**src/logic/wasc_dummy_unused.sv**
```systemverilog
`timescale 1ns/1ns
`default_nettype none
`default_nettype wire

```
**src/logic/wasc_pkg.sv**
```systemverilog
`default_nettype none
package wasc_pkg;
    // register bus geometry
    localparam int unsigned ADDR_W = 2;
    localparam int unsigned DATA_W = 8;

    // register offsets
    localparam logic [1:0] OFS_CTRL   = 2'h0;
    localparam logic [1:0] OFS_SDSTAT = 2'h1;
    localparam logic [1:0] OFS_IRQST  = 2'h2;
    localparam logic [1:0] OFS_IRQMSK = 2'h3;

    // shutdown control field positions
    localparam int unsigned BIT_EVENT   = 7;
    localparam int unsigned BIT_ARSEN   = 6;
    localparam int unsigned BIT_FLTEN   = 1;
    localparam int unsigned BIT_LCEN    = 0;
    // output setting register field positions
    localparam int unsigned BIT_POL     = 2;
    localparam int unsigned BIT_STATE_H = 1;
    localparam int unsigned BIT_STATE_L = 0;
    // interrupt status / mask positions
    localparam int unsigned IRQ_ENTER   = 0;
    localparam int unsigned IRQ_RESTART = 1;
    localparam int unsigned IRQ_N       = 2;

    // reset values
    localparam logic [7:0] RST_CTRL   = 8'h00;
    localparam logic [2:0] RST_SDSET  = 3'h0;
    localparam logic [1:0] RST_IRQ    = 2'h0;

    // shutdown output state codes
    typedef enum logic [1:0] {
        WASC_SD_INACTIVE = 2'b00,
        WASC_SD_TRISTATE = 2'b01,
        WASC_SD_LOW      = 2'b10,
        WASC_SD_HIGH     = 2'b11
    } wasc_sdstate_e;
endpackage
`default_nettype wire

```
**src/logic/wasc_out_if.sv**
```systemverilog
`timescale 1ns/1ns
`default_nettype none
interface wasc_out_if;
    logic       eventFlag;
    logic [1:0] sdState;
    logic       polarity;
    logic       waveIn;
    logic       pinOut;
    logic       pinOe;

    modport ctl (output eventFlag, output sdState, output polarity,
                 output waveIn, input pinOut, input pinOe);
    modport drv (input eventFlag, input sdState, input polarity,
                 input waveIn, output pinOut, output pinOe);
endinterface
`default_nettype wire

```
**src/logic/wasc_out_stage.sv**
```systemverilog
`timescale 1ns/1ns
`default_nettype none
module wasc_out_stage
    import wasc_pkg::*;
(
    // clock and reset
    input  wire logic sys_clk,
    input  wire logic nrst,
    // controls and pin drive
    wasc_out_if.drv   io
);
    // ------------------------------------------------------------
    // pin drive selection
    // ------------------------------------------------------------
    wire logic normLevel = io.waveIn ^ io.polarity;
    wire logic idleLevel = io.polarity;
    wire logic sdLevel;
    wire logic sdOe;
    wire logic outNext;
    wire logic oeNext;
    logic      out_reg;
    logic      oe_reg;

    assign sdLevel = (io.sdState == WASC_SD_HIGH)     ? 1'b1 :
                     (io.sdState == WASC_SD_LOW)      ? 1'b0 :
                     (io.sdState == WASC_SD_INACTIVE) ? idleLevel :
                     1'b0;
    assign sdOe    = (io.sdState != WASC_SD_TRISTATE);
    assign outNext = io.eventFlag ? sdLevel : normLevel;
    assign oeNext  = io.eventFlag ? sdOe : 1'b1;

    always_ff @(posedge sys_clk or negedge nrst)
    begin
        if (!nrst)
        begin
            out_reg <= 1'b0;
            oe_reg  <= 1'b0;
        end
        else
        begin
            out_reg <= outNext;
            oe_reg  <= oeNext;
        end
    end

    assign io.pinOut = out_reg;
    assign io.pinOe  = oe_reg;

    // ------------------------------------------------------------
    // assertions
    // ------------------------------------------------------------
    AST_TRISTATE: assert property (
        @(posedge sys_clk) disable iff (!nrst)
        io.eventFlag && io.sdState == WASC_SD_TRISTATE |=> !io.pinOe)
        else $error("pin driven in tri-state shutdown code");
    AST_FORCE_HIGH: assert property (
        @(posedge sys_clk) disable iff (!nrst)
        io.eventFlag && io.sdState == WASC_SD_HIGH
        |=> io.pinOe && io.pinOut)
        else $error("pin not forced high in shutdown");
    AST_FORCE_LOW: assert property (
        @(posedge sys_clk) disable iff (!nrst)
        io.eventFlag && io.sdState == WASC_SD_LOW
        |=> io.pinOe && !io.pinOut)
        else $error("pin not forced low in shutdown");
    AST_IDLE_LEVEL: assert property (
        @(posedge sys_clk) disable iff (!nrst)
        io.eventFlag && io.sdState == WASC_SD_INACTIVE
        |=> io.pinOe && io.pinOut == $past(io.polarity))
        else $error("pin not at idle level in shutdown");
    COV_TRISTATE: cover property (@(posedge sys_clk) disable iff (!nrst)
        io.eventFlag && !io.pinOe);
endmodule
`default_nettype wire

```
**src/logic/wasc_shutdown_ctrl.sv**
```systemverilog
// Summary of operation
// - bit 7 reads one after a shutdown event, zero otherwise.
// - bit 6 enables automatic restart when written one, disables at zero.
// - bits 5 to 2 of shutdown control always read zero.
// - with bit 1 set, low fault input shuts down; otherwise ignored.
// - with bit 0 set, high logic cell two output shuts down.
// - during shutdown output follows state field; code 01 tri-states.
// - state code 11 forces high, 10 forces low, ignoring polarity.
//
// Local design decisions: the address-and-strobe port and the register addresses.
`timescale 1ns/1ns
`default_nettype none
module wasc_shutdown_ctrl
(
    // clock and reset
    input  wire logic                          sys_clk,
    input  wire logic                          nrst,
    // register port
    input  wire logic [wasc_pkg::ADDR_W-1:0]   regAddr,
    input  wire logic [wasc_pkg::DATA_W-1:0]   regWdata,
    input  wire logic                          regWr,
    input  wire logic                          regRd,
    output var  logic [wasc_pkg::DATA_W-1:0]   regRdata,
    // shutdown sources
    input  wire logic                          external_fault_input_n,
    input  wire logic                          logic_cell2_output,
    // waveform in and primary pin
    input  wire logic                          waveIn,
    output var  logic                          primaryOut,
    output var  logic                          primaryOe,
    // status
    output var  logic                          shutdownActive,
    output var  logic                          irq
);
    import wasc_pkg::*;

    // ------------------------------------------------------------
    // register decode
    // ------------------------------------------------------------
    wire logic wrCtrl  = regWr && (regAddr == OFS_CTRL);
    wire logic wrSdset = regWr && (regAddr == OFS_SDSTAT);
    wire logic wrIrqSt = regWr && (regAddr == OFS_IRQST);
    wire logic wrIrqMk = regWr && (regAddr == OFS_IRQMSK);

    logic                 eventFlag_reg;
    logic                 arsen_reg;
    logic                 fltEn_reg;
    logic                 lcEn_reg;
    logic [2:0]           sdset_reg;
    logic [IRQ_N-1:0]     irqSt_reg;
    logic [IRQ_N-1:0]     irqMk_reg;
    logic [DATA_W-1:0]    rdata_reg;
    logic                 irq_reg;

    // ------------------------------------------------------------
    // shutdown sources and event flag
    // ------------------------------------------------------------
    wire logic fltTrig = fltEn_reg && !external_fault_input_n;
    wire logic lcTrig  = lcEn_reg && logic_cell2_output;
    wire logic srcActive = fltTrig || lcTrig;
    wire logic autoClr = eventFlag_reg && arsen_reg && !srcActive;
    wire logic eventNext;

    // source set wins; software write next; auto clear last
    assign eventNext = srcActive ? 1'b1 :
                       wrCtrl    ? regWdata[BIT_EVENT] :
                       autoClr   ? 1'b0 :
                       eventFlag_reg;

    always_ff @(posedge sys_clk or negedge nrst)
    begin
        if (!nrst)
        begin
            eventFlag_reg <= RST_CTRL[BIT_EVENT];
            arsen_reg     <= RST_CTRL[BIT_ARSEN];
            fltEn_reg     <= RST_CTRL[BIT_FLTEN];
            lcEn_reg      <= RST_CTRL[BIT_LCEN];
        end
        else
        begin
            eventFlag_reg <= eventNext;
            if (wrCtrl)
            begin
                arsen_reg <= regWdata[BIT_ARSEN];
                fltEn_reg <= regWdata[BIT_FLTEN];
                lcEn_reg  <= regWdata[BIT_LCEN];
            end
        end
    end

    always_ff @(posedge sys_clk or negedge nrst)
    begin
        if (!nrst)
            sdset_reg <= RST_SDSET;
        else if (wrSdset)
            sdset_reg <= regWdata[2:0];
    end

    // ------------------------------------------------------------
    // interrupts
    // ------------------------------------------------------------
    wire logic enterEv   = eventNext && !eventFlag_reg;
    wire logic restartEv = autoClr && !srcActive && !wrCtrl;
    wire logic [IRQ_N-1:0] irqSet = {restartEv, enterEv};
    wire logic [IRQ_N-1:0] irqClr = wrIrqSt ? regWdata[IRQ_N-1:0]
                                            : {IRQ_N{1'b0}};
    wire logic [IRQ_N-1:0] irqStNext = irqSet | (irqSt_reg & ~irqClr);

    always_ff @(posedge sys_clk or negedge nrst)
    begin
        if (!nrst)
        begin
            irqSt_reg <= RST_IRQ;
            irqMk_reg <= RST_IRQ;
            irq_reg   <= 1'b0;
        end
        else
        begin
            irqSt_reg <= irqStNext;
            if (wrIrqMk)
                irqMk_reg <= regWdata[IRQ_N-1:0];
            irq_reg <= |(irqStNext & irqMk_reg);
        end
    end

    // ------------------------------------------------------------
    // read data
    // ------------------------------------------------------------
    wire logic [DATA_W-1:0] ctrlView = {eventFlag_reg, arsen_reg,
                                        4'h0, fltEn_reg, lcEn_reg};
    wire logic [DATA_W-1:0] rdMux =
        (regAddr == OFS_CTRL)   ? ctrlView :
        (regAddr == OFS_SDSTAT) ? {5'h00, sdset_reg} :
        (regAddr == OFS_IRQST)  ? {6'h00, irqSt_reg} :
                                  {6'h00, irqMk_reg};

    always_ff @(posedge sys_clk or negedge nrst)
    begin
        if (!nrst)
            rdata_reg <= 8'h00;
        else if (regRd)
            rdata_reg <= rdMux;
        else
            rdata_reg <= 8'h00;
    end

    // ------------------------------------------------------------
    // output stage
    // ------------------------------------------------------------
    wasc_out_if outIf ();
    assign outIf.eventFlag = eventFlag_reg;
    assign outIf.sdState   = sdset_reg[BIT_STATE_H:BIT_STATE_L];
    assign outIf.polarity  = sdset_reg[BIT_POL];
    assign outIf.waveIn    = waveIn;

    wasc_out_stage u_out (
        .sys_clk (sys_clk),
        .nrst    (nrst),
        .io      (outIf.drv)
    );

    assign regRdata       = rdata_reg;
    assign primaryOut     = outIf.pinOut;
    assign primaryOe      = outIf.pinOe;
    assign shutdownActive = eventFlag_reg;
    assign irq            = irq_reg;

    // ------------------------------------------------------------
    // assertions
    // ------------------------------------------------------------
    AST_FLAG_READ: assert property (
        @(posedge sys_clk) disable iff (!nrst)
        regRd && regAddr == OFS_CTRL
        |=> regRdata[BIT_EVENT] == $past(eventFlag_reg))
        else $error("event flag read back wrong");
    AST_ARSEN_WR: assert property (
        @(posedge sys_clk) disable iff (!nrst)
        wrCtrl |=> arsen_reg == $past(regWdata[BIT_ARSEN]))
        else $error("auto-restart enable not stored");
    AST_CFG_HOLD: assert property (
        @(posedge sys_clk) disable iff (!nrst)
        !wrCtrl |=> $stable(arsen_reg))
        else $error("auto-restart enable changed without a write");
    AST_RSV_ZERO: assert property (
        @(posedge sys_clk) disable iff (!nrst)
        regRd && regAddr == OFS_CTRL |=> regRdata[5:2] == 4'h0)
        else $error("unimplemented bits read nonzero");
    AST_RD_IDLE: assert property (
        @(posedge sys_clk) disable iff (!nrst)
        !regRd |=> regRdata == 8'h00)
        else $error("read data not zero outside a read");
    AST_FAULT_TRIG: assert property (
        @(posedge sys_clk) disable iff (!nrst)
        fltTrig |=> eventFlag_reg
            ##1 primaryOe == (sdset_reg[1:0] != 2'b01))
        else $error("fault input did not shut down");
    AST_FAULT_IGNORED: assert property (
        @(posedge sys_clk) disable iff (!nrst)
        !fltEn_reg && !lcTrig && !eventFlag_reg && !wrCtrl
        |=> !eventFlag_reg)
        else $error("disabled source caused shutdown");
    AST_LC_TRIG: assert property (
        @(posedge sys_clk) disable iff (!nrst)
        lcEn_reg && logic_cell2_output |=> eventFlag_reg)
        else $error("logic cell output did not shut down");
    AST_AUTO_CLR: assert property (
        @(posedge sys_clk) disable iff (!nrst)
        eventFlag_reg && arsen_reg && !srcActive && !wrCtrl
        |=> !eventFlag_reg)
        else $error("auto-restart did not clear event");
    AST_HOLD: assert property (
        @(posedge sys_clk) disable iff (!nrst)
        eventFlag_reg && !arsen_reg && !wrCtrl |=> eventFlag_reg)
        else $error("event cleared without software");
    AST_SW_CLEAR: assert property (
        @(posedge sys_clk) disable iff (!nrst)
        wrCtrl && !regWdata[BIT_EVENT] && !srcActive
        |=> !eventFlag_reg)
        else $error("software clear of event ignored");
    AST_SW_FORCE: assert property (
        @(posedge sys_clk) disable iff (!nrst)
        wrCtrl && regWdata[BIT_EVENT] |=> eventFlag_reg)
        else $error("software forced shutdown ignored");
    AST_IRQ_SET: assert property (
        @(posedge sys_clk) disable iff (!nrst)
        enterEv |=> irqSt_reg[IRQ_ENTER])
        else $error("shutdown entry not latched in status");
    AST_IRQ_W1C: assert property (
        @(posedge sys_clk) disable iff (!nrst)
        wrIrqSt && regWdata[IRQ_ENTER] && !enterEv
        |=> !irqSt_reg[IRQ_ENTER])
        else $error("entry status not cleared by write one");
    AST_IRQ_LEVEL: assert property (
        @(posedge sys_clk) disable iff (!nrst)
        !wrIrqMk |=> irq == |(irqSt_reg & irqMk_reg))
        else $error("interrupt level disagrees with status and mask");

    COV_FAULT: cover property (@(posedge sys_clk) disable iff (!nrst)
        fltTrig ##1 eventFlag_reg);
    COV_RESTART: cover property (@(posedge sys_clk) disable iff (!nrst)
        eventFlag_reg && arsen_reg ##1 !eventFlag_reg);
    COV_IRQ: cover property (@(posedge sys_clk) disable iff (!nrst)
        $rose(irq_reg));
endmodule
`default_nettype wire

```
**config.mk**
```make
export PLATFORM = sky130hd
export DESIGN_NAME = wasc_shutdown_ctrl
export DESIGN_NICKNAME = d
export VERILOG_FILES = /design/src/logic/wasc_dummy_unused.sv /design/src/logic/wasc_pkg.sv /design/src/logic/wasc_out_if.sv /design/src/logic/wasc_out_stage.sv /design/src/logic/wasc_shutdown_ctrl.sv
export SDC_FILE = /design/constraint.sdc
export NUM_CORES = 1
export LEC_CHECK = 0
export BUFFER_PORTS_ARGS = -buffer_cell sky130_fd_sc_hd__buf_2
export CAP_MARGIN = 30
export CORE_ASPECT_RATIO = 0.75
export CORE_MARGIN = 4
export CORE_UTILIZATION = 30
export CTS_CLUSTER_SIZE = 12
export DETAILED_ROUTE_END_ITERATION = 7
export GPL_ROUTABILITY_DRIVEN = 0
export PLACE_DENSITY_LB_ADDON = 0.25
export SETUP_SLACK_MARGIN = 0.05
export SLEW_MARGIN = 40
export SYNTH_ARGS = -nofsm -noshare
export SYNTH_HDL_FRONTEND = slang
export SYNTH_SLANG_ARGS = --single-unit
```
**constraint.sdc**
```tcl
create_clock -name sys_clk -period 1.1 [get_ports sys_clk]
set_input_delay 0.22 -clock sys_clk [delete_from_list [all_inputs] [get_ports sys_clk]]
set_output_delay 0.22 -clock sys_clk [all_outputs]
set_load 0.02 [all_outputs]
```
Word level (Yosys, flattened, before mapping). Index checks and enable logic that the tools add are counted.

Reductions and logical operators: 19. Mux-type cells: 13. Bitwise logic cells: 5. Equality and inequality tests: 6.

Operator list (number): two-way mux 8 bit (2); logical AND 1 bit (11); equality test 2 bit (second input constant) (4); two-way mux 1 bit (8); bitwise AND 2 bit (2); zero test 1 bit (4); zero test 2 bit (2); two-way mux 2 bit (2); two-way mux 3 bit (1); equality test 2 x 1 -> 1 bit (second input constant) (1); inequality test 2 x 1 -> 1 bit (second input constant) (1); inverter 2 bit (1); OR 2 bit (1); OR reduction 2 bit (1); logical OR 1 bit (1); XOR 1 bit (1).

Flip-flop bits (word level): 22. Word-level logic and storage cells: 54.

Depth between registers and ports, before layout. Gate-level depths: netlist of the first run.

Depth after elaboration: 12. Mapped depth: 5. Gate-level depth less buffers: 4.

By module. A second synthesis of the first run with hierarchy kept.

Cell total of the unflattened synthesis: 61. Area total of the unflattened synthesis: 872.1 um^2.

Modules (own cells, without submodules): wasc_shutdown_ctrl (sequential area each 425.4 um^2, area each 768.2 um^2, instances 1, cells an instance 53); wasc_out_stage (sequential area each 50.0 um^2, area each 103.8 um^2, instances 1, cells an instance 8).

Worst setup path before layout of the first run. OpenSTA, ideal clock, no wires.

Path kind: input to register. From: input port regAddr[1] (netlist bit). To: register irq_reg, in the netlist irq. Slack: -126 ps. Stages: 5. Arrival time: 1105 ps. Path buffers: 1. Data required time: 979 ps. Cell sequence: buf_6 > nor3b_4 > nor2b_1 > a32o_2 > a22o_1.

Longest elaborated chain between the ends: 8. Elaborated cells on any way between the ends: 15. Those cells by class: 1 x eq/ne; 3 x mux; 4 x bitwise; 7 x reduce/logical.

Ends and longest elaborated chain: start, declared (line wasc_shutdown_ctrl.sv:19) `input wire logic [wasc_pkg::ADDR_W-1:0] regAddr,`; equality test 2 bit (line wasc_shutdown_ctrl.sv:42) `wire logic wrIrqSt = regWr && (regAddr == OFS_IRQST);`; logical AND 1 bit (line wasc_shutdown_ctrl.sv:42); two-way mux 2 bit (line wasc_shutdown_ctrl.sv:105) `wire logic [IRQ_N-1:0] irqClr = wrIrqSt ? regWdata[IRQ_N-1:0]`; inverter 2 bit (line wasc_shutdown_ctrl.sv:107) `wire logic [IRQ_N-1:0] irqStNext = irqSet | (irqSt_reg & ~irqClr);`; bitwise AND 2 bit (line wasc_shutdown_ctrl.sv:107); OR 2 bit * (line wasc_shutdown_ctrl.sv:107); via irqStNext[1] (line wasc_shutdown_ctrl.sv:107); bitwise AND 2 bit * (line wasc_shutdown_ctrl.sv:122) `irq_reg <= |(irqStNext & irqMk_reg);`; OR reduction 2 bit * (line wasc_shutdown_ctrl.sv:122); end signal, assigned (line wasc_shutdown_ctrl.sv:122); end, declared (line wasc_shutdown_ctrl.sv:53) `logic irq_reg;`.

The timed path passes the listed nets; every way through them passes the cells marked *. A chain may end at the register's enable or synchronous reset.

Worst setup path after layout of the first run.
From: register lcEn_reg. To: register irq_reg, in the netlist irq.

Longest elaborated chain between the ends: 11. Elaborated cells on any way between the ends: 13. Those cells by class: 3 x mux; 2 x bitwise; 8 x reduce/logical.

Ends and longest elaborated chain: start, declared (line wasc_shutdown_ctrl.sv:48) `logic lcEn_reg;`; start signal, assigned (line wasc_shutdown_ctrl.sv:77) `lcEn_reg <= RST_CTRL[BIT_LCEN];`; start signal, assigned (line wasc_shutdown_ctrl.sv:86) `lcEn_reg <= regWdata[BIT_LCEN];`; logical AND 1 bit * (line wasc_shutdown_ctrl.sv:59) `wire logic lcTrig = lcEn_reg && logic_cell2_output;`; logical OR 1 bit * (line wasc_shutdown_ctrl.sv:60) `wire logic srcActive = fltTrig || lcTrig;`; zero test 1 bit (line wasc_shutdown_ctrl.sv:61) `wire logic autoClr = eventFlag_reg && arsen_reg && !srcActive;`; logical AND 1 bit (line wasc_shutdown_ctrl.sv:61); two-way mux 1 bit (line wasc_shutdown_ctrl.sv:67) `autoClr ? 1'b0 :`; two-way mux 1 bit (line wasc_shutdown_ctrl.sv:66) `wrCtrl ? regWdata[BIT_EVENT] :`; two-way mux 1 bit * (line wasc_shutdown_ctrl.sv:65) `assign eventNext = srcActive ? 1'b1 :`; logical AND 1 bit * (line wasc_shutdown_ctrl.sv:102) `wire logic enterEv = eventNext && !eventFlag_reg;`; OR 2 bit * (line wasc_shutdown_ctrl.sv:107); via irqStNext[0] (line wasc_shutdown_ctrl.sv:107); bitwise AND 2 bit * (line wasc_shutdown_ctrl.sv:122); OR reduction 2 bit * (line wasc_shutdown_ctrl.sv:122).

Marks and branches as above.

==> results of run 1 <==
-- metal layers --
| metal | vias up | routed length [um] | GRT usage |
|---|---|---|---|
| li1 | 298 | - | - |
| met1 | 300 | 885 | 0.144 |
| met2 | 26 | 887 | 0.182 |
| met3 | 2 | 162 | 0.0550 |
| met4 | 0 | 6 | 0.0191 |
| met5 | - | 0 | 0 |
-- path summary, 6_finish.rpt --
kind	slack, ns	from	to	cells past startpoint
max in group asynchronous	0.37	nrst	shutdownActive	2
worst min-delay path	0.19	regWdata[2]	sdset_reg[2]	2
worst max-delay path	-0.19	lcEn_reg	irq	3
worst max register to register	-0.19	lcEn_reg	irq	3
worst min register to register	0.54	irqSt_reg[1]	irqSt_reg[1]	1
min in group asynchronous	0.42	nrst	u_out.io.pinOe	2
-- report_power, final --
group	internal, mW	switching [mW]
Clock	0.252	0.223
Combinational	0.361	0.321
Sequential	0.840	0.0667
Total	1.45	0.611
-- cell type report --
class                           instances  area [sq um]
Tap cell                               36          45.0
Multi-Input combinational cell         38           355
Clock inverter                          1          5.00
Fill cell                             256          1470
Clock buffer                            3          41.3
Sequential cell                        19           475
Inverter                                1          3.75
Timing Repair Buffer                   39           267
-- logic make-up (layout without fill, tap and decap cells) --
kind of cell	after synthesis	after routing	synth area share
other	1	3	0.00438
multiplexers	10	10	0.158
AO/OA/AOI/OAI	8	8	0.0672
XOR/XNOR	1	1	0.0102
AND/OR/NAND/NOR	16	16	0.148
flip-flops	19	19	0.556
buffers and inverters	6	44	0.0570
-- metrics by stage --
stage          setup TNS, ns  std cells  utilization  setup slack (ns)
6_report              -0.413        137        0.448            -0.186
5_1_grt               -0.648        137        0.448            -0.242
4_1_cts               -0.372        136        0.438            -0.158
3_5_place_dp           -1.00        130        0.410            -0.169
3_3_place_gp          -0.933        130        0.410            -0.155
2_1_floorplan         -0.104         63            -            -0.104
-- Yosys cell counts (all sizes together), types with 2 or more instances --
| cell type | n | area (sq um) |
|---|---|---|
| o21ai | 2 | 10.0 |
| nor4bb | 2 | 20.0 |
| a21oi | 2 | 10.0 |
| and2 | 2 | 12.5 |
| buf | 5 | 45.0 |
| mux4 | 2 | 45.0 |
| nand3b | 2 | 15.0 |
| nor3b | 2 | 26.3 |
| dfrtp | 19 | 475 |
| mux2 | 8 | 90.1 |
| nand4b | 2 | 17.5 |
-- repair_timing --
item                                    in CTS  in global routing
hold endpoints to repair                    19                  0
endpoints found under the setup margin       4                  8
hold buffers                                 1                  0
pin swaps                                    0                  4
setup buffers                                1                  1
gates resized for setup                      3                  6
==> summary.md, run 1 <==
| Metric | Value |
|---|---|
| Grt ovf | 0 |
| Post-synthesis cell count | 61 |
| Final worst slack | -0.186 ns |
| Crit path DAT | 1.42 ns |
| Root buffer cell | clkbuf_8 |
| Via count | 626 |
| NumNets Final | 119 |
| Final Cycle Share | 1.17 |
| Sequential-to-total area share from yosys stat | 0.556 |
| WP data required | 1.24 ns |
| VDD IR max | 704 uV |
| Share of cells above drive strength 1 | 0.574 |
| Cell area after layout | 1190 sq um |
| Crit-path slowest cell | a222oi_1 |
| PD cells | 1730 nW/um^2 |
| RSZ-0062 raised after global routing | yes |
| First-pass GRT wire length | 3.19 mm |
| Final wirelength | 1.94 mm |
| Hold slack | 0.191 ns |
| Min Tclk post-route | 1.29 ns |
| Failing checks | setup timing |
| GRT Resource Usage Total | 0.114 |
| Initial antenna violation count | 0 |
| FMAX | 778 MHz |
| Clk Latency, worst-skew pair | 0.26 ns |
| Worst hold path type | input pin to flip-flop |
| Post-route antenna net violation count | 0 |
| # rows | 16 |
| Count of different cell masters after synthesis | 27 |
| Static Leakage | 0.566 nW |
| Die area | 3780 sq um |
| Top-level I/O count | 29 |
| Mapped cell area | 856 sq um |
| Vias in the first global route | 632 |
| Crit-path cells | a222oi_1, o21ai_1, a22o_1 |
| Sink Count | 19 |
| Port Buffers | 22 |
| Largest register FFs | 5 |
| Hpwl dp | 1.38 mm |
| Setup crit end kind | flip-flop |
| Commonest non-fill, non-tap cell in the layout | buf_2 |
| CTS tree | yes |
| Clk buf depth | 2 |
| Htree depth | 1 |
| Synthesis Warnings | 0 |
| Die Span Y | 54.3 um |
| Top_reg_cell synth | dfrtp_1 |
| Syn_area_per_cell | 14.0 sq um |
| Area grow syn2layout | 39.3% |
| CTS Buf Count | 3 |
| Critical path's top delay family | compound AO/OA/AOI/OAI gates |
| DRC viols | 0 |
| Max_cap viols | 0 |
| #FFs+latches synth | 19 |
| Clock Skews | 0.00658 ns |
| CP bufs+invs | 0 |
| Initial Util | 0.321 |
| Iteration-0 DRC Markers | 51 |
| Crit-path max cell delay | 0.41 ns |
| Critical Path Source Type | flip-flop |
| Core area | 2660 sq um |
| Status | complete, but fails checks |
| Reg clk slew, reported paths | 0.07 ns |
| Placed Area | 1090 sq um |
| Largest net degree at the start of global routing | 20 |
| Final Setup Violations | 4 |
| Post-synth EDFFs | 0 |
| Final hold violations | 0 |
| Die width | 69.7 um |
| Critical path peak fanout | 2 |
| Async SR Flop Fraction | 1.00 |
| Most frequent cells in the layout | buf_2 (21), dfrtp_1 (19), buf_4 (13) |
| Crit Path Class | flip-flop to flip-flop |
| Tot Pwr | 2.06 mW |
| Vias per cell | 4.57 |
| Per-cell routed wire length | 14.2 um |
| 1st-pass router iterations | 4 |
| Antenna Cells | 0 |
| Max Slew Vio Count | 0 |
(Power assumes the default switching activity.)
==> run 2, diff against run 1 <==
- CORE_UTILIZATION: 30 -> 43
==> summary.md, run 2 (synthesized netlist as in run 1, its figures left out) <==
| Metric | Value |
|---|---|
| Static Leakage | 0.584 nW |
| GRT Resource Usage Total | 0.164 |
| Worst hold path type | input pin to flip-flop |
| TNS Setup | -0.654 ns |
| RSZ-0062 raised after global routing | yes |
| # rows | 13 |
| Final non-filler cell total | 126 |
| R2R setup slack | -0.25 ns |
| Status | complete, but fails checks |
| CTS tree | yes |
| Crit path DAT | 1.54 ns |
| Fillers | 144 |
| Grt ovf | 0 |
| Final worst slack | -0.245 ns |
| Iteration-0 DRC Markers | 14 |
| Final Cycle Share | 1.22 |
| Critical Path Start | lcEn_reg |
| Clk buf depth | 2 |
| Root buffer cell | clkbuf_4 |
| FMAX | 743 MHz |
| Initial Util | 0.474 |
| Core area | 1810 sq um |
| Top-level I/O count | 29 |
| Vias in the first global route | 657 |
| Failing checks | setup timing |
| Port Buffers | 22 |
| Via count | 648 |
| Final Setup Violations | 6 |
| Setup crit end kind | flip-flop |
| Largest net degree at the start of global routing | 20 |
| Min Tclk post-route | 1.35 ns |
| VDD IR max | 1050 uV |
| Hold depth | 2 |
| Clk Latency, worst-skew pair | 0.30 ns |
| Initial antenna violation count | 0 |
| Htree depth | 1 |
| Tot Pwr | 2.01 mW |
| Die area | 2780 sq um |
| Vias per cell | 5.14 |
| Share of cells above drive strength 1 | 0.567 |
| Antenna Cells | 0 |
| WP data required | 1.29 ns |
| Critical path peak fanout | 3 |
| DRC viols | 0 |
| PD cells | 1660 nW/um^2 |
| CTS Buf Count | 3 |
| Worst hold path startpoint | regWdata[2] |
| Hpwl dp | 1.38 mm |
| Place WS | -0.225 ns |
| Max_cap viols | 0 |
| Reg clk slew, reported paths | 0.11 ns |
| Crit Path Class | flip-flop to flip-flop |
| Reg2Reg Depth | 3 |
| Per-cell routed wire length | 14.6 um |
| Most frequent cells in the layout | dfrtp_1 (19), buf_4 (17), buf_2 (13) |
| Final hold violations | 0 |
| Max Slew Vio Count | 0 |
| 1st-pass router iterations | 4 |
| Cells after DPL | 118 |
| Die Span Y | 46.6 um |
| Post-route antenna net violation count | 0 |
| NumNets Final | 122 |
| Largest register FFs | 5 |
| Final wirelength | 1.84 mm |
| Area grow syn2layout | 41.4% |
| Commonest non-fill, non-tap cell in the layout | dfrtp_1 |
| Critical Path Source Type | flip-flop |
| RR Startpoint | lcEn_reg |
| Die width | 59.5 um |
| Sink Count | 19 |
| First-pass GRT wire length | 3.15 mm |
| Clock Skews | 0.00255 ns |
| Worst Hold End | sdset_reg[2] |
| Worst R2R End | irq |
[run 2: cell count changes in the layout (fill, tap and decap cells not counted), sizes merged]
cell and delta:
buf +3
[run 2: what timing repair did]
action                                  4_1_cts  5_1_grt
buffers inserted                              2        1
resized for setup                            12       11
hold buffers                                  1        0
pin swaps                                     0        1
hold endpoints to repair                     19        0
endpoints found under the setup margin       10       15
[run 2: worst max-delay path by stage]
stage                to  slack, ns  cells after the start
floorplan           irq      -0.10                      5
finish              irq      -0.25                      3
CTS                 irq      -0.20                      3
global route        irq      -0.29                      3
detailed placement  irq      -0.22                      5
global placement    irq      -0.24                      5
[run 2: layout make-up]
| cell class | instances | area (sq um) | share of cell area |
|---|---|---|---|
| multi-input combinational | 38 | 349 | 0.289 |
| clock buffer | 3 | 22.5 | 0.0186 |
| tap | 22 | 27.5 | 0.0228 |
| inverter | 1 | 3.75 | 0.00310 |
| clock inverter | 1 | 5.00 | 0.00414 |
| timing repair buffer | 42 | 327 | 0.270 |
| sequential | 19 | 475 | 0.393 |
[run 2: report_power, final]
group          leakage, nW  internal [mW]  switching [mW]
logic                0.341          0.437           0.295
registers            0.226          0.840          0.0893
clock network       0.0177          0.136           0.217
total                0.584           1.41           0.601
[run 2: per-layer routing]
metal	part of all wire	wire length, um	track usage	vias up
met1	0.47	872	0.220	310
met4	0.020	36	0.0664	0
met5	0	0	0	-
met3	0.085	157	0.0588	4
li1	-	-	-	305
met2	0.42	778	0.242	29
[run 2: critical path, stage by stage (launching register included)]
cell,delay (ns)
dfrtp_1,0.42
a222oi_1,0.42
o21ai_1,0.14
a22o_1,0.26
[run 2: metrics by stage]
step,utilization,area (sq um),hold slack [ns]
final,0.670,1210,0.141
after detailed placement,0.596,1080,0.184
after CTS,0.646,1170,0.140
after global placement,0.596,1080,0.179
after global routing,0.670,1210,0.144
after floorplan,-,867,-0.0756
==> run 3, diff against run 2 <==
- BUFFER_PORTS_ARGS: -buffer_cell sky130_fd_sc_hd__buf_2 -> unset
- CORE_UTILIZATION: 43 -> 47
- DONT_BUFFER_PORTS: unset -> 1
==> summary.md, run 3 (synthesized netlist as in run 1, its figures left out) <==
| Metric | Value |
|---|---|
| Reg clk slew, reported paths | 0.10 ns |
| Final worst slack | -0.232 ns |
| Iteration-0 DRC Markers | 8 |
| Crit Path Class | flip-flop to flip-flop |
| First-pass GRT wire length | 2.61 mm |
| Die Span Y | 45.0 um |
| Final hold violations | 0 |
| Die area | 2570 sq um |
| Initial antenna violation count | 0 |
| GRT Resource Usage Total | 0.139 |
| Status | complete, but fails checks |
| Final wirelength | 1.69 mm |
| Static Leakage | 0.449 nW |
| Share of cells above drive strength 1 | 0.372 |
| Area grow syn2layout | 18.1% |
| Max_cap viols | 0 |
| Clock Skews | 0.00147 ns |
| Final Setup Violations | 5 |
| WP data required | 1.28 ns |
| CTS tree | yes |
| NumNets Final | 96 |
| Die width | 57.3 um |
| VDD IR max | 872 uV |
| FMAX | 751 MHz |
| Crit path DAT | 1.52 ns |
| Max Slew Vio Count | 0 |
| Hold slack | 0.0540 ns |
| Sink Count | 19 |
| CTS Buf Count | 3 |
| PD cells | 1800 nW/um^2 |
| Root buffer cell | clkbuf_4 |
| Worst hold path type | input pin to flip-flop |
| Port Buffers | 0 |
| Setup crit end kind | flip-flop |
| Hpwl dp | 1.18 mm |
| Min Tclk post-route | 1.33 ns |
| Htree depth | 1 |
| Commonest non-fill, non-tap cell in the layout | dfrtp_1 |
| Clk Latency, worst-skew pair | 0.29 ns |
| DRC viols | 0 |
| Largest net degree at the start of global routing | 20 |
| Grt ovf | 0 |
| Critical path peak fanout | 2 |
| # rows | 13 |
| Antenna Cells | 0 |
| Final Cycle Share | 1.21 |
| Vias in the first global route | 534 |
| 1st-pass router iterations | 4 |
| Multi-input gate area | 342 sq um |
| Per-cell routed wire length | 16.9 um |
| Fillers | 155 |
| Critical Path Source Type | flip-flop |
| Post-route antenna net violation count | 0 |
| Clk buf depth | 2 |
| Core area | 1720 sq um |
| Top-level I/O count | 29 |
| RSZ-0062 raised after global routing | yes |
| Register Area | 475 sq um |
| Place WS | -0.162 ns |
| Vias per cell | 5.50 |
| Initial Util | 0.496 |
| Failing checks | setup timing |
| Most frequent cells in the layout | dfrtp_1 (19), buf_4 (9), mux2_2 (8) |
| Largest register FFs | 5 |
| Via count | 550 |
run 3: cell types whose count changed in the layout (fill, tap and decap cells not counted):
cell,previous run,this run
buf_2,13,1
clkbuf_1,0,1
nor2b_4,1,0
dlygate4sd3_1,1,3
buf_6,11,3
buf_4,17,9
nor2b_1,0,1
clkinv_2,1,0
run 3: final timing paths:
path | startpoint | endpoint | slack, ns | depth (start not counted)
hold reg to reg | irqSt_reg[1] | irqSt_reg[1] | 0.53 | 1
min in group asynchronous | nrst | sdset_reg[2] | 0.38 | 2
setup / recovery | lcEn_reg | irq | -0.23 | 3
setup reg to reg | lcEn_reg | irq | -0.23 | 3
hold / removal | regRd | regRdata[1] | 0.05 | 1
max in group asynchronous | nrst | u_out.io.pinOe | 0.43 | 2
run 3: timing repair:
| item | CTS | global route |
|---|---|---|
| hold buffers | 3 | 1 |
| pin swaps | 0 | 4 |
| setup endpoints to repair | 5 | 6 |
| gates resized for setup | 3 | 1 |
| hold endpoints to repair | 21 | 19 |
| setup buffers | 1 | 2 |
run 3: metal layers:
metal	global-route usage	vias to the layer above	share of wire
li1	-	254	-
met1	0.179	274	0.43
met2	0.210	20	0.46
met3	0.0686	2	0.098
met4	0.0417	0	0.0036
met5	0	-	0
run 3: final cells by class:
| cell class | count | area share |
|---|---|---|
| tap | 22 | 0.0272 |
| timing repair buffer | 16 | 0.135 |
| sequential | 19 | 0.470 |
| clock buffer | 4 | 0.0260 |
| multi-input combinational | 38 | 0.338 |
| inverter | 1 | 0.00371 |
run 3: per-stage QoR:
stage	power, mW	utilization	cells	setup TNS [ns]	area (sq um)
2_1_floorplan	1.25	-	63	-0.104	867
3_3_place_gp	1.38	0.534	90	-0.353	921
3_5_place_dp	1.40	0.534	90	-0.371	921
4_1_cts	1.80	0.577	98	-0.509	995
5_1_grt	1.90	0.586	100	-0.783	1010
6_report	1.82	0.586	100	-0.686	1010
run 3: power by group:
| group | internal [mW] | leakage, nW | switching [mW] |
|---|---|---|---|
| clock network | 0.141 | 0.0150 | 0.208 |
| registers | 0.840 | 0.226 | 0.147 |
| logic | 0.296 | 0.208 | 0.184 |
| total | 1.28 | 0.449 | 0.539 |
run 3: critical path: stages (launching register included):
cell and delay (ns):
dfrtp_1 0.39, a222oi_1 0.41, o21ai_1 0.17, a22o_1 0.25
